`src/rmcs_pkg.sv`:
```
// reset, mode select and clock select constants for the startup block
// assumes one 125 MHz clock standing in for the internal self-clock
//
// Notes on behaviour
// any reset drives the reset pin low about 34 self-clock cycles, then releases
// after release, wait about 38 self-clock cycles, then sample the reset pin
// internal resets expect the post-release sample to read high
// record the cause of each reset in the reset cause status register
// an outside party may force reset by pulling the reset pin low
// during reset the debug mode pin is only a mode-select input
// after reset the debug mode pin becomes the single-wire debug pin
// mode pin high at reset release selects normal operating mode
// mode pin held low across reset release selects active background mode
// as a port bit, the debug mode pin is output only
// each debug link bit lasts 16 debug clock cycles
// the debug clock may run as fast as the bus clock
// releasing the debug line high starts with a short driven-high speedup pulse
// fixed-frequency enable when main clock exceeds four times external reference
// fixed-frequency enable low means the bus clock is the fixed clock
// control bits pick main clock from crystal, external clock or oscillator
// startup runs from the internal self-clock of about 8 MHz
// the self-clock may be chosen as stop recovery clock
// tools may choose the local self-clock as the debug clock
// the external reference may clock the real-time interrupt
// a range bit picks one of two crystal frequency ranges
// with an external oscillator, the crystal output pin becomes a port bit
// internal reset holds until the sample ends; mode latched at release

package rmcs_pkg;

  // ----------------------------------------------------------------
  // timing
  // ----------------------------------------------------------------
  localparam longint CLK_HZ      = 125_000_000;
  localparam longint SELF_HZ     = 8_000_000;
  localparam longint DRIVE_SELF  = 34;
  localparam longint WAIT_SELF   = 38;
  localparam longint DRIVE_CYC_L = (DRIVE_SELF * CLK_HZ + SELF_HZ - 1) / SELF_HZ;
  localparam longint WAIT_CYC_L  = (WAIT_SELF * CLK_HZ + SELF_HZ - 1) / SELF_HZ;
  localparam int     CNT_W       = 10;
  localparam logic [CNT_W-1:0] DRIVE_CYC = CNT_W'(DRIVE_CYC_L);
  localparam logic [CNT_W-1:0] WAIT_CYC  = CNT_W'(WAIT_CYC_L);
  localparam logic [3:0] LOCAL_DIV  = 4'(CLK_HZ / SELF_HZ);
  localparam logic [3:0] BIT_TICKS  = 4'hF;  // last tick index, 16 ticks a bit
  localparam logic [3:0] LOW_ONE    = 4'h4;
  localparam logic [3:0] LOW_ZERO   = 4'hD;
  localparam logic [2:0] FREF_RATIO_SH = 3'h2;  // times four as a shift

  // ----------------------------------------------------------------
  // register map and fields
  // ----------------------------------------------------------------
  localparam logic [7:0] REG_RESET_CAUSE = 8'h00;
  localparam logic [7:0] REG_CLOCKGEN_C1 = 8'h01;
  localparam logic [7:0] REG_DBG_CTRL    = 8'h02;
  localparam logic [7:0] REG_DEBUG_TX    = 8'h03;
  localparam logic [7:0] REG_SYS_STATUS  = 8'h04;
  localparam logic [7:0] C1_RESET   = 8'h00;
  localparam logic [7:0] DBG_RESET  = 8'h00;
  localparam logic [3:0] CAUSE_POR  = 4'h1;
  localparam logic [3:0] CAUSE_PIN  = 4'h2;
  localparam logic [3:0] CAUSE_COP  = 4'h4;
  localparam logic [3:0] CAUSE_LVD  = 4'h8;
  localparam logic [1:0] SRC_CRYSTAL = 2'h0;
  localparam logic [1:0] SRC_EXTCLK = 2'h1;
  localparam logic [1:0] SRC_DCO    = 2'h2;
  localparam int C1_RANGE  = 2;
  localparam int C1_EXTOSC = 3;
  localparam int C1_STOPSC = 4;
  localparam int C1_RTIREF = 5;
  localparam int C1_XDATA  = 6;
  localparam int DBG_PORT  = 0;
  localparam int DBG_PDATA = 1;
  localparam int DBG_LOCAL = 2;

  typedef enum logic [1:0] {
    ST_RUN   = 2'b00,
    ST_DRIVE = 2'b01,
    ST_WAIT  = 2'b10,
    ST_HOLD  = 2'b11
  } rmcs_state_t;

endpackage : rmcs_pkg

```
`src/rmcs_top.sv`:
```
// reset sequencer, mode latch, debug pin and clock source selection
// assumes clock is the self-clock, reset_n is the power-on reset, pins are async
`timescale 1ns/1ns

module rmcs_top
  import rmcs_pkg::*;
(
  input  wire logic        clock,
  input  wire logic        reset_n,
  input  wire logic [7:0]  reg_addr,
  input  wire logic [7:0]  reg_wdata,
  input  wire logic        reg_write,
  input  wire logic        reg_read,
  output logic      [7:0]  reg_rdata,
  input  wire logic        lvd_reset_req,
  input  wire logic        cop_reset_req,
  input  wire logic        reset_pin_in,
  output logic             reset_pin_out,
  output logic             reset_pin_oe,
  input  wire logic        debug_mode_pin_in,
  output logic             debug_mode_pin_out,
  output logic             debug_mode_pin_oe,
  input  wire logic [15:0] main_freq_khz,
  input  wire logic [15:0] ext_ref_freq_khz,
  output logic             sys_reset_n,
  output logic             active_bkgd_mode,
  output logic             fixed_freq_enable,
  output logic      [1:0]  main_clock_out_sel,
  output logic             osc_range,
  output logic             stop_self_clock_sel,
  output logic             rti_ext_ref_sel,
  output logic             debug_clk_local,
  output logic             crystal_out_pin_out,
  output logic             crystal_out_pin_oe
);

  // ----------------------------------------------------------------
  // declarations
  // ----------------------------------------------------------------
  rmcs_state_t      state;
  rmcs_state_t      next_state;
  logic [CNT_W-1:0] cnt;
  logic [3:0]       reset_cause_status;
  logic [7:0]       clockgen_control1;
  logic [7:0]       background_debug_ctrl;
  logic [2:0]       rpin_sync;
  logic [2:0]       dpin_sync;
  logic             rpin_level;
  logic             dpin_level;
  logic [3:0]       tick_div;
  logic             dbg_tick;
  logic             tx_busy;
  logic             tx_bit;
  logic [3:0]       tx_pos;
  logic             tx_drive;
  logic             tx_high;
  logic [CNT_W-1:0] oe_len;
  logic [CNT_W-1:0] gap_len;
  logic [4:0]       ticks_seen;
  logic             sample_now;
  logic             release_now;

  function automatic logic [CNT_W-1:0] rmcs_inc(input logic [CNT_W-1:0] v);
    rmcs_inc = (v == {CNT_W{1'b1}}) ? v : v + 1'b1;
  endfunction : rmcs_inc

  // ----------------------------------------------------------------
  // pin synchronisers
  // ----------------------------------------------------------------
  // three stages; the level moves only once stages two and three agree
  always_ff @(posedge clock) begin
    if (!reset_n) begin
      rpin_sync <= 3'h7;
      dpin_sync <= 3'h7;
    end else begin
      rpin_sync <= {rpin_sync[1:0], reset_pin_in};
      dpin_sync <= {dpin_sync[1:0], debug_mode_pin_in};
    end
  end

  // filtered levels; pullups make high the idle value
  always_ff @(posedge clock) begin
    if (!reset_n) begin
      rpin_level <= 1'b1;
      dpin_level <= 1'b1;
    end else begin
      if (rpin_sync[2] == rpin_sync[1])
        rpin_level <= rpin_sync[2];
      if (dpin_sync[2] == dpin_sync[1])
        dpin_level <= dpin_sync[2];
    end
  end

  // ----------------------------------------------------------------
  // reset sequencer
  // ----------------------------------------------------------------
  assign sample_now  = (state == ST_WAIT) && (cnt == WAIT_CYC - 1'b1);
  assign release_now = (sample_now && rpin_level) || ((state == ST_HOLD) && rpin_level);

  // all counts run on the self-clock, so startup never needs another source
  always_comb begin
    next_state = state;
    case (state)
      ST_RUN: begin
        if (!rpin_level || lvd_reset_req || cop_reset_req)
          next_state = ST_DRIVE;
      end
      ST_DRIVE: begin
        if (cnt == DRIVE_CYC - 1'b1)
          next_state = ST_WAIT;
      end
      ST_WAIT: begin
        if (sample_now)
          next_state = rpin_level ? ST_RUN : ST_HOLD;
      end
      ST_HOLD: begin
        // someone outside still holds the pin low; wait for release
        if (rpin_level)
          next_state = ST_RUN;
      end
      default: next_state = ST_RUN;
    endcase
  end

  // power-on reset starts a full drive and sample sequence
  always_ff @(posedge clock) begin
    if (!reset_n) begin
      state <= ST_DRIVE;
      cnt   <= '0;
    end else begin
      state <= next_state;
      cnt   <= (next_state != state) ? '0 : rmcs_inc(cnt);
    end
  end

  // pin driven low exactly while in the drive state
  always_ff @(posedge clock) begin
    if (!reset_n) begin
      reset_pin_oe  <= 1'b1;
      reset_pin_out <= 1'b0;
    end else begin
      reset_pin_oe  <= (next_state == ST_DRIVE);
      reset_pin_out <= 1'b0;
    end
  end

  // chip stays in reset until the sample has been taken
  always_ff @(posedge clock) begin
    if (!reset_n)
      sys_reset_n <= 1'b0;
    else
      sys_reset_n <= (next_state == ST_RUN);
  end

  // cause of the latest reset replaces the old one
  // a low sample after an internal reset means the pin was held outside
  always_ff @(posedge clock) begin
    if (!reset_n)
      reset_cause_status <= CAUSE_POR;
    else if (state == ST_RUN && next_state == ST_DRIVE)
      reset_cause_status <= (rpin_level ? 4'h0 : CAUSE_PIN)
                          | (cop_reset_req ? CAUSE_COP : 4'h0)
                          | (lvd_reset_req ? CAUSE_LVD : 4'h0);
    else if (sample_now && !rpin_level)
      reset_cause_status <= reset_cause_status | CAUSE_PIN;
  end

  // mode pin caught on the release edge: low means background mode
  always_ff @(posedge clock) begin
    if (!reset_n)
      active_bkgd_mode <= 1'b0;
    else if (release_now)
      active_bkgd_mode <= !dpin_level;
  end

  // ----------------------------------------------------------------
  // register writes
  // ----------------------------------------------------------------
  // controls return to defaults whenever the chip is in reset
  always_ff @(posedge clock) begin
    if (!reset_n || state != ST_RUN) begin
      clockgen_control1     <= C1_RESET;
      background_debug_ctrl <= DBG_RESET;
    end else if (reg_write) begin
      if (reg_addr == REG_CLOCKGEN_C1) begin
        // the fourth source code does not exist; keep the old choice
        clockgen_control1[7:2] <= reg_wdata[7:2];
        if (reg_wdata[1:0] != 2'h3)
          clockgen_control1[1:0] <= reg_wdata[1:0];
      end else if (reg_addr == REG_DBG_CTRL) begin
        background_debug_ctrl <= reg_wdata;
      end
    end
  end

  // ----------------------------------------------------------------
  // clock selection outputs
  // ----------------------------------------------------------------
  // fixed clock is external reference only when the main clock is fast
  always_ff @(posedge clock) begin
    if (!reset_n)
      fixed_freq_enable <= 1'b0;
    else
      fixed_freq_enable <= {2'h0, main_freq_khz}
                           > ({2'h0, ext_ref_freq_khz} << FREF_RATIO_SH);
  end

  // copies of control bits, crystal output data gated by the oscillator bit, registered for clean outputs
  always_ff @(posedge clock) begin
    if (!reset_n) begin
      main_clock_out_sel  <= SRC_CRYSTAL;
      osc_range           <= 1'b0;
      stop_self_clock_sel <= 1'b0;
      rti_ext_ref_sel     <= 1'b0;
      debug_clk_local     <= 1'b0;
      crystal_out_pin_oe  <= 1'b0;
      crystal_out_pin_out <= 1'b0;
    end else begin
      main_clock_out_sel  <= clockgen_control1[1:0];
      osc_range           <= clockgen_control1[C1_RANGE];
      stop_self_clock_sel <= clockgen_control1[C1_STOPSC];
      rti_ext_ref_sel     <= clockgen_control1[C1_RTIREF];
      debug_clk_local     <= background_debug_ctrl[DBG_LOCAL];
      crystal_out_pin_oe  <= clockgen_control1[C1_EXTOSC];
      crystal_out_pin_out <= clockgen_control1[C1_EXTOSC] & clockgen_control1[C1_XDATA];
    end
  end

  // ----------------------------------------------------------------
  // debug clock and bit transmitter
  // ----------------------------------------------------------------
  // bus clock ticks every cycle; local self-clock is a divided tick
  // divider restarts with each bit, so its first tick is a whole one
  always_ff @(posedge clock) begin
    if (!reset_n || !tx_busy || tick_div == LOCAL_DIV - 1'b1
        || !background_debug_ctrl[DBG_LOCAL])
      tick_div <= 4'h0;
    else
      tick_div <= tick_div + 1'b1;
  end
  assign dbg_tick = !background_debug_ctrl[DBG_LOCAL] || (tick_div == LOCAL_DIV - 1'b1);

  // one bit is 16 ticks: low, short speedup high, then released
  always_ff @(posedge clock) begin
    if (!reset_n || state != ST_RUN) begin
      tx_busy <= 1'b0;
      tx_bit  <= 1'b0;
      tx_pos  <= 4'h0;
    end else if (!tx_busy) begin
      tx_pos <= 4'h0;
      // no link traffic while the pin is a port bit
      if (reg_write && reg_addr == REG_DEBUG_TX && !background_debug_ctrl[DBG_PORT]) begin
        tx_busy <= 1'b1;
        tx_bit  <= reg_wdata[0];
      end
    end else if (dbg_tick) begin
      tx_pos <= tx_pos + 1'b1;
      if (tx_pos == BIT_TICKS)
        tx_busy <= 1'b0;
    end
  end

  assign tx_drive = tx_busy && (tx_pos < (tx_bit ? LOW_ONE : LOW_ZERO));
  assign tx_high  = tx_busy && (tx_pos == (tx_bit ? LOW_ONE : LOW_ZERO));

  // mode input in reset, debug pin or output-only port bit after
  always_ff @(posedge clock) begin
    if (!reset_n || next_state != ST_RUN) begin
      debug_mode_pin_oe  <= 1'b0;
      debug_mode_pin_out <= 1'b0;
    end else if (background_debug_ctrl[DBG_PORT]) begin
      debug_mode_pin_oe  <= 1'b1;
      debug_mode_pin_out <= background_debug_ctrl[DBG_PDATA];
    end else begin
      debug_mode_pin_oe  <= tx_drive || tx_high;
      debug_mode_pin_out <= tx_high;
    end
  end

  // ----------------------------------------------------------------
  // register reads
  // ----------------------------------------------------------------
  // data stands one cycle after the read strobe, zero otherwise
  always_ff @(posedge clock) begin
    if (!reset_n || !reg_read)
      reg_rdata <= 8'h00;
    else if (reg_addr == REG_RESET_CAUSE)
      reg_rdata <= {4'h0, reset_cause_status};
    else if (reg_addr == REG_CLOCKGEN_C1)
      reg_rdata <= clockgen_control1;
    else if (reg_addr == REG_DBG_CTRL)
      reg_rdata <= background_debug_ctrl;
    else if (reg_addr == REG_DEBUG_TX)
      reg_rdata <= {7'h00, tx_busy};
    else if (reg_addr == REG_SYS_STATUS)
      reg_rdata <= {3'h0, rpin_level, tx_busy, dpin_level, active_bkgd_mode,
                    fixed_freq_enable};
    else
      reg_rdata <= 8'h00;
  end

  // ----------------------------------------------------------------
  // checks and their helper counters
  // ----------------------------------------------------------------
  always_ff @(posedge clock) begin
    if (!reset_n) begin
      oe_len     <= '0;
      gap_len    <= '0;
      ticks_seen <= 5'h00;
    end else begin
      oe_len     <= reset_pin_oe ? rmcs_inc(oe_len) : '0;
      gap_len    <= reset_pin_oe ? '0 : rmcs_inc(gap_len);
      ticks_seen <= !tx_busy ? 5'h00 : ticks_seen + 5'(dbg_tick);
    end
  end

  drive_length_a : assert property (@(posedge clock) disable iff (!reset_n)
    $fell(reset_pin_oe) |-> oe_len == DRIVE_CYC)
    else $error("reset pin drive length wrong");

  sample_delay_a : assert property (@(posedge clock) disable iff (!reset_n)
    ($past(state) == ST_WAIT && state != ST_WAIT) |-> gap_len == WAIT_CYC)
    else $error("reset pin sample delay wrong");

  reset_hold_a : assert property (@(posedge clock) disable iff (!reset_n)
    (reset_pin_oe || state == ST_WAIT || state == ST_HOLD) |-> !sys_reset_n)
    else $error("internal reset released early");

  mode_latch_a : assert property (@(posedge clock) disable iff (!reset_n)
    $rose(sys_reset_n) |-> active_bkgd_mode == !$past(dpin_level))
    else $error("mode not latched at release");

  mode_input_a : assert property (@(posedge clock) disable iff (!reset_n)
    !sys_reset_n |-> !debug_mode_pin_oe)
    else $error("mode pin driven during reset");

  fixed_clock_a : assert property (@(posedge clock) disable iff (!reset_n)
    ##1 fixed_freq_enable == ($past(main_freq_khz) > 4 * $past(ext_ref_freq_khz)))
    else $error("fixed frequency enable wrong");

  bit_length_a : assert property (@(posedge clock) disable iff (!reset_n)
    ($fell(tx_busy) && sys_reset_n) |-> ticks_seen == 5'h10)
    else $error("debug bit not 16 ticks");

  speedup_pulse_a : assert property (@(posedge clock) disable iff (!reset_n)
    ($rose(debug_mode_pin_out) && !$past(background_debug_ctrl[DBG_PORT]))
      |-> $past(debug_mode_pin_oe) ##1 (!debug_mode_pin_out || debug_mode_pin_oe))
    else $error("speedup pulse not after low drive");

  clock_source_a : assert property (@(posedge clock) disable iff (!reset_n)
    main_clock_out_sel != 2'h3)
    else $error("illegal main clock source");

  port_output_a : assert property (@(posedge clock) disable iff (!reset_n)
    (background_debug_ctrl[DBG_PORT] && next_state == ST_RUN) |=> debug_mode_pin_oe)
    else $error("port bit not driven");

  // a watchdog request shows in the cause bits from the first drive cycle
  cause_record_a : assert property (@(posedge clock) disable iff (!reset_n)
    ($past(state) == ST_RUN && state == ST_DRIVE)
      |-> ((reset_cause_status & CAUSE_COP) != 4'h0) == $past(cop_reset_req))
    else $error("reset cause not recorded");

  // run may follow the wait state only on a high pin sample
  sample_high_a : assert property (@(posedge clock) disable iff (!reset_n)
    ($past(state) == ST_WAIT && state == ST_RUN) |-> $past(rpin_level))
    else $error("run entered on low sample");

  // a bit opens with the line driven low one cycle after busy rises
  bit_start_a : assert property (@(posedge clock) disable iff (!reset_n)
    ($rose(tx_busy) && next_state == ST_RUN) |=> (debug_mode_pin_oe && !debug_mode_pin_out))
    else $error("debug bit did not start low");

endmodule : rmcs_top

```
`config.mk`:
```
export PLATFORM = sky130hd
export DESIGN_NAME = rmcs_top
export DESIGN_NICKNAME = d
export VERILOG_FILES = /design/src/rmcs_pkg.sv /design/src/rmcs_top.sv
export SDC_FILE = /design/constraint.sdc
export NUM_CORES = 1
export LEC_CHECK = 0
export ABC_AREA = 1
export BUFFER_PORTS_ARGS = -buffer_cell sky130_fd_sc_hd__buf_2
export CAP_MARGIN = 20
export CORE_MARGIN = 4
export CORE_UTILIZATION = 30
export DETAILED_ROUTE_END_ITERATION = 8
export GPL_TIMING_DRIVEN = 0
export PLACE_DENSITY = 0.57
export REMOVE_ABC_BUFFERS = 1
export SETUP_SLACK_MARGIN = 0.3
export SYNTH_ARGS = -nofsm -noshare
export SYNTH_HDL_FRONTEND = slang
export SYNTH_SLANG_ARGS = --single-unit
export TNS_END_PERCENT = 1
```
`constraint.sdc`:
```
create_clock -name clock -period 2.3 [get_ports clock]
set_clock_uncertainty 0.1 [all_clocks]
set_input_delay 0.23 -clock clock [delete_from_list [all_inputs] [get_ports clock]]
set_output_delay 0.23 -clock clock [all_outputs]
set_load 0.05 [all_outputs]
```
==> flow_summary.yaml <==
outcome:
  status: "completed"
job:
  maxCapViolations: 0
clock_tree:
  clock_path_buffers: 2
  ctsResizeCount: 0
  clock_latency_ns: 0.33
  htree_levels: 3
  clk_pin_slew_ns: 0.06
  cts_sinks: 72
  cts_tree: "built"
  numCtsBuffers: 9
  root_buffer: "clkbuf_16"
floorplan:
  fp.dieW_um: 115.4
  dieArea_mm2: 0.01331
  die_height_um: 115.4
  ios: 79
  core_mm2: 0.01108
  rows: 38
  initial_core_util_pct: 31.23
logic_synthesis:
  netlist_area_mm2: 0.003460
  yosys.area_share.adder_pct: 7.595
  yosys_warnings: 0
  synth_cells: 469
  synth-main-ff-cell: "dfxtp_1"
  ys_ff_latch: 72
  synth_edf_count: 0
  synth_mux_area_share_pct: 0
  yosysUniqueCellTypes: 38
  synth_top_family_by_area: "simple AND/OR/NAND/NOR gates"
  ys_seq_area_share_pct: 41.66
  synthSimpleGateAreaFrac_pct: 26.84
  synth_compound_area_share_pct: 12.80
  syn_area_per_cell_um2: 7.376
  async_flop_share_pct: 0
  synth_xor_area_share_pct: 1.519
global_route:
  grt_overflow: 0
  grt_max_degree: 18
  grt_first_pass_wirelength_mm: 13.52
  antenna_found_initial: 0
  grt_usage_pct: 12.75
  grt_pass1_vias: 2979
timing:
  rsz0062_at_grt: "false"
  worst_pin_slew_ns: 0.5882
  fin_crit_ns: 1.725
  slew_headroom_pct: 60.74
  period_share_pct: 74.99
  report.final.slew_viol_count: 0
  fmax_mhz: 579.8
  hold_violations: 0
  tns_ns: 0
  setup_viol: 0
min_path:
  hp-class: "in2reg"
cells_and_area:
  regArea_mm2: 0.001441
  multiInputGateArea_mm2: 0.001690
  final_net_count: 628
  fill_cells: 1142
  antennaDiodeCount: 0
  drive_above_1_share_pct: 22.12
  syn2layout_area_growth_pct: 23.73
critical_path:
  crit_chain: "buf_2 > nor2_1 > nand3_2 > nor2_2 > nand2_2 > o21ai_0 > o21ba_2"
  slowest_stage: "nor2_2"
  slowest_delay_ns: 0.52
  crit_type: "in2reg"
  reg2reg_slack_ns: 0.62
  path_max_fanout: 14
  worstPathArrival_ns: 1.85
  cp.required_ns: 2.43
  cp-end-kind: "flop"
  startpoint_type: "input pin"
routing:
  dr.pass1.iters: 4
  vias: 3183
  wl_met3_um: 542
  post_drt_via_cell_ratio: 4.573
  drt_wl_total_mm: 8.154
  drt_iter0_markers: 209
  wl_met1_mm: 3.686
  routed.top_layer: "met4"
  met2WireLength_mm: 3.813
  ant_nets: 0
  wl_per_cell_um: 11.72
  drc: 0
power_and_ir_drop:
  total_power_w: 0.002756
  p_leak_nw: 1.995
  ir_worst_vdd_mv: 0.3351
  power.density_mw_per_mm2: 643.8
place:
  portBuffers: 77
  dp_hpwl_mm: 6.392
  gp_congestion: 0.7969
through the flow:
| step | cells | worst slack (ns) | hold WS [ns] | cell area [um2] | util (%) |
|---|---|---|---|---|---|
| floorplan | 461 | 0.7505 | 0.1987 | 3417 | - |
| global placement | 678 | 0.2872 | 0.2944 | 3978 | 35.90 |
| detailed placement | 678 | 0.2353 | 0.2975 | 3978 | 35.90 |
| CTS | 696 | 0.5795 | 0.06095 | 4280 | 38.64 |
| global route | 696 | 0.3837 | 0.07322 | 4280 | 38.64 |
| finish | 696 | 0.5752 | 0.07008 | 4280 | 38.64 |
Yosys cell counts (all sizes together) (3+ instances only):
| master | count | share of area [%] |
|---|---|---|
| dfxtp | 72 | 42 |
| nor4 | 3 | 0.54 |
| ha | 21 | 7.6 |
| buf | 6 | 1.0 |
| xor2 | 4 | 1.0 |
| nor3 | 18 | 3.0 |
| nand3 | 27 | 4.2 |
| nand2 | 84 | 9.3 |
| o21ai | 28 | 4.1 |
| nor2 | 56 | 6.7 |
| nand4 | 5 | 0.90 |
| a21oi | 42 | 6.2 |
| inv | 76 | 8.2 |
| or2 | 8 | 1.4 |
registers in the layout, indices dropped and copies added (netlist names), 2 cells and up:
register / cells
state: 2
reset_cause_status: 4
dpin_sync: 3
rpin_sync: 3
reg_rdata: 8
clockgen_control1: 8
cnt: 10
main_clock_out_sel: 2
tx_pos: 4
tick_div: 4
background_debug_ctrl: 8
power by group:
part	leakage (nW)	internal [W]	total, W	switching, W
clock network	0.127	0.000760	0.00131	0.000551
registers	0.582	0.00126	0.00126	0.00000665
logic	1.29	0.0000802	0.000181	0.000101
path summary, 6_finish.rpt:
| kind | end | from | cells after the start |
|---|---|---|---|
| max | clockgen_control1[0] | reg_addr[7] | 7 |
| min | background_debug_ctrl[6] | reg_wdata[6] | 3 |
| max reg2reg | tx_pos[1] | state[1] | 7 |
| min reg2reg | dpin_sync[1] | dpin_sync[0] | 1 |
cells in the final DEF, fill, tap and decap left out, drive strengths merged:
cell / synthesis / final
a21boi: 1 / 1
a21o: 1 / 1
a21oi: 42 / 42
a22oi: 1 / 1
a31oi: 2 / 2
buf: 6 / 77
clkbuf: 2 / 10
clkinv: 0 / 1
clkinvlp: 0 / 4
conb: 1 / 1
dfxtp: 72 / 72
dlygate4sd3: 0 / 2
ha: 21 / 21
inv: 76 / 77
nand2: 84 / 84
nand3: 27 / 27
nand3b: 1 / 1
nand4: 5 / 5
nor2: 56 / 56
nor3: 18 / 18
nor3b: 2 / 2
nor4: 3 / 3
o211ai: 2 / 2
o21a: 1 / 1
o21ai: 28 / 28
o21ba: 1 / 1
o21bai: 1 / 1
o31ai: 1 / 1
or2: 8 / 8
xnor2: 2 / 2
xor2: 4 / 4
layout make-up:
class                      instances  share of cell area [%]
clock buffer                      10                   5.583
clock inverter                     6                   1.023
inverter                          76                   6.665
multi-input combinational        313                   39.49
sequential                        72                   33.67
tap                              140                   4.092
timing repair buffer              79                   9.471
routing by layer:
layer  track usage [%]  vias to the layer above
li1                  -                     1667
met5                 0                        -
met3             3.842                        9
met1             15.81                     1428
met4             3.756                        0
met2             21.37                       79
what timing repair did:
item	in CTS	in global routing
endpoints found under the hold margin	2	0
hold buffers	2	0
buffers inserted	0	0
worst max-delay path, delay by kind of cell:
family | cells | cell delay [ns]
compound gates | 2 | 0.39
buf+inv | 1 | 0.09
simple gates | 4 | 1.14
cells by family after synthesis:
family / count (synthesis)
adders and majority gates: 21
AOI/OAI and AO/OA: 81
and+or+nand+nor: 204
buffers and inverters: 84
other: 1
xor gates and xnor gates: 6
DFF: 72
Power figures use the tool's default switching activity.
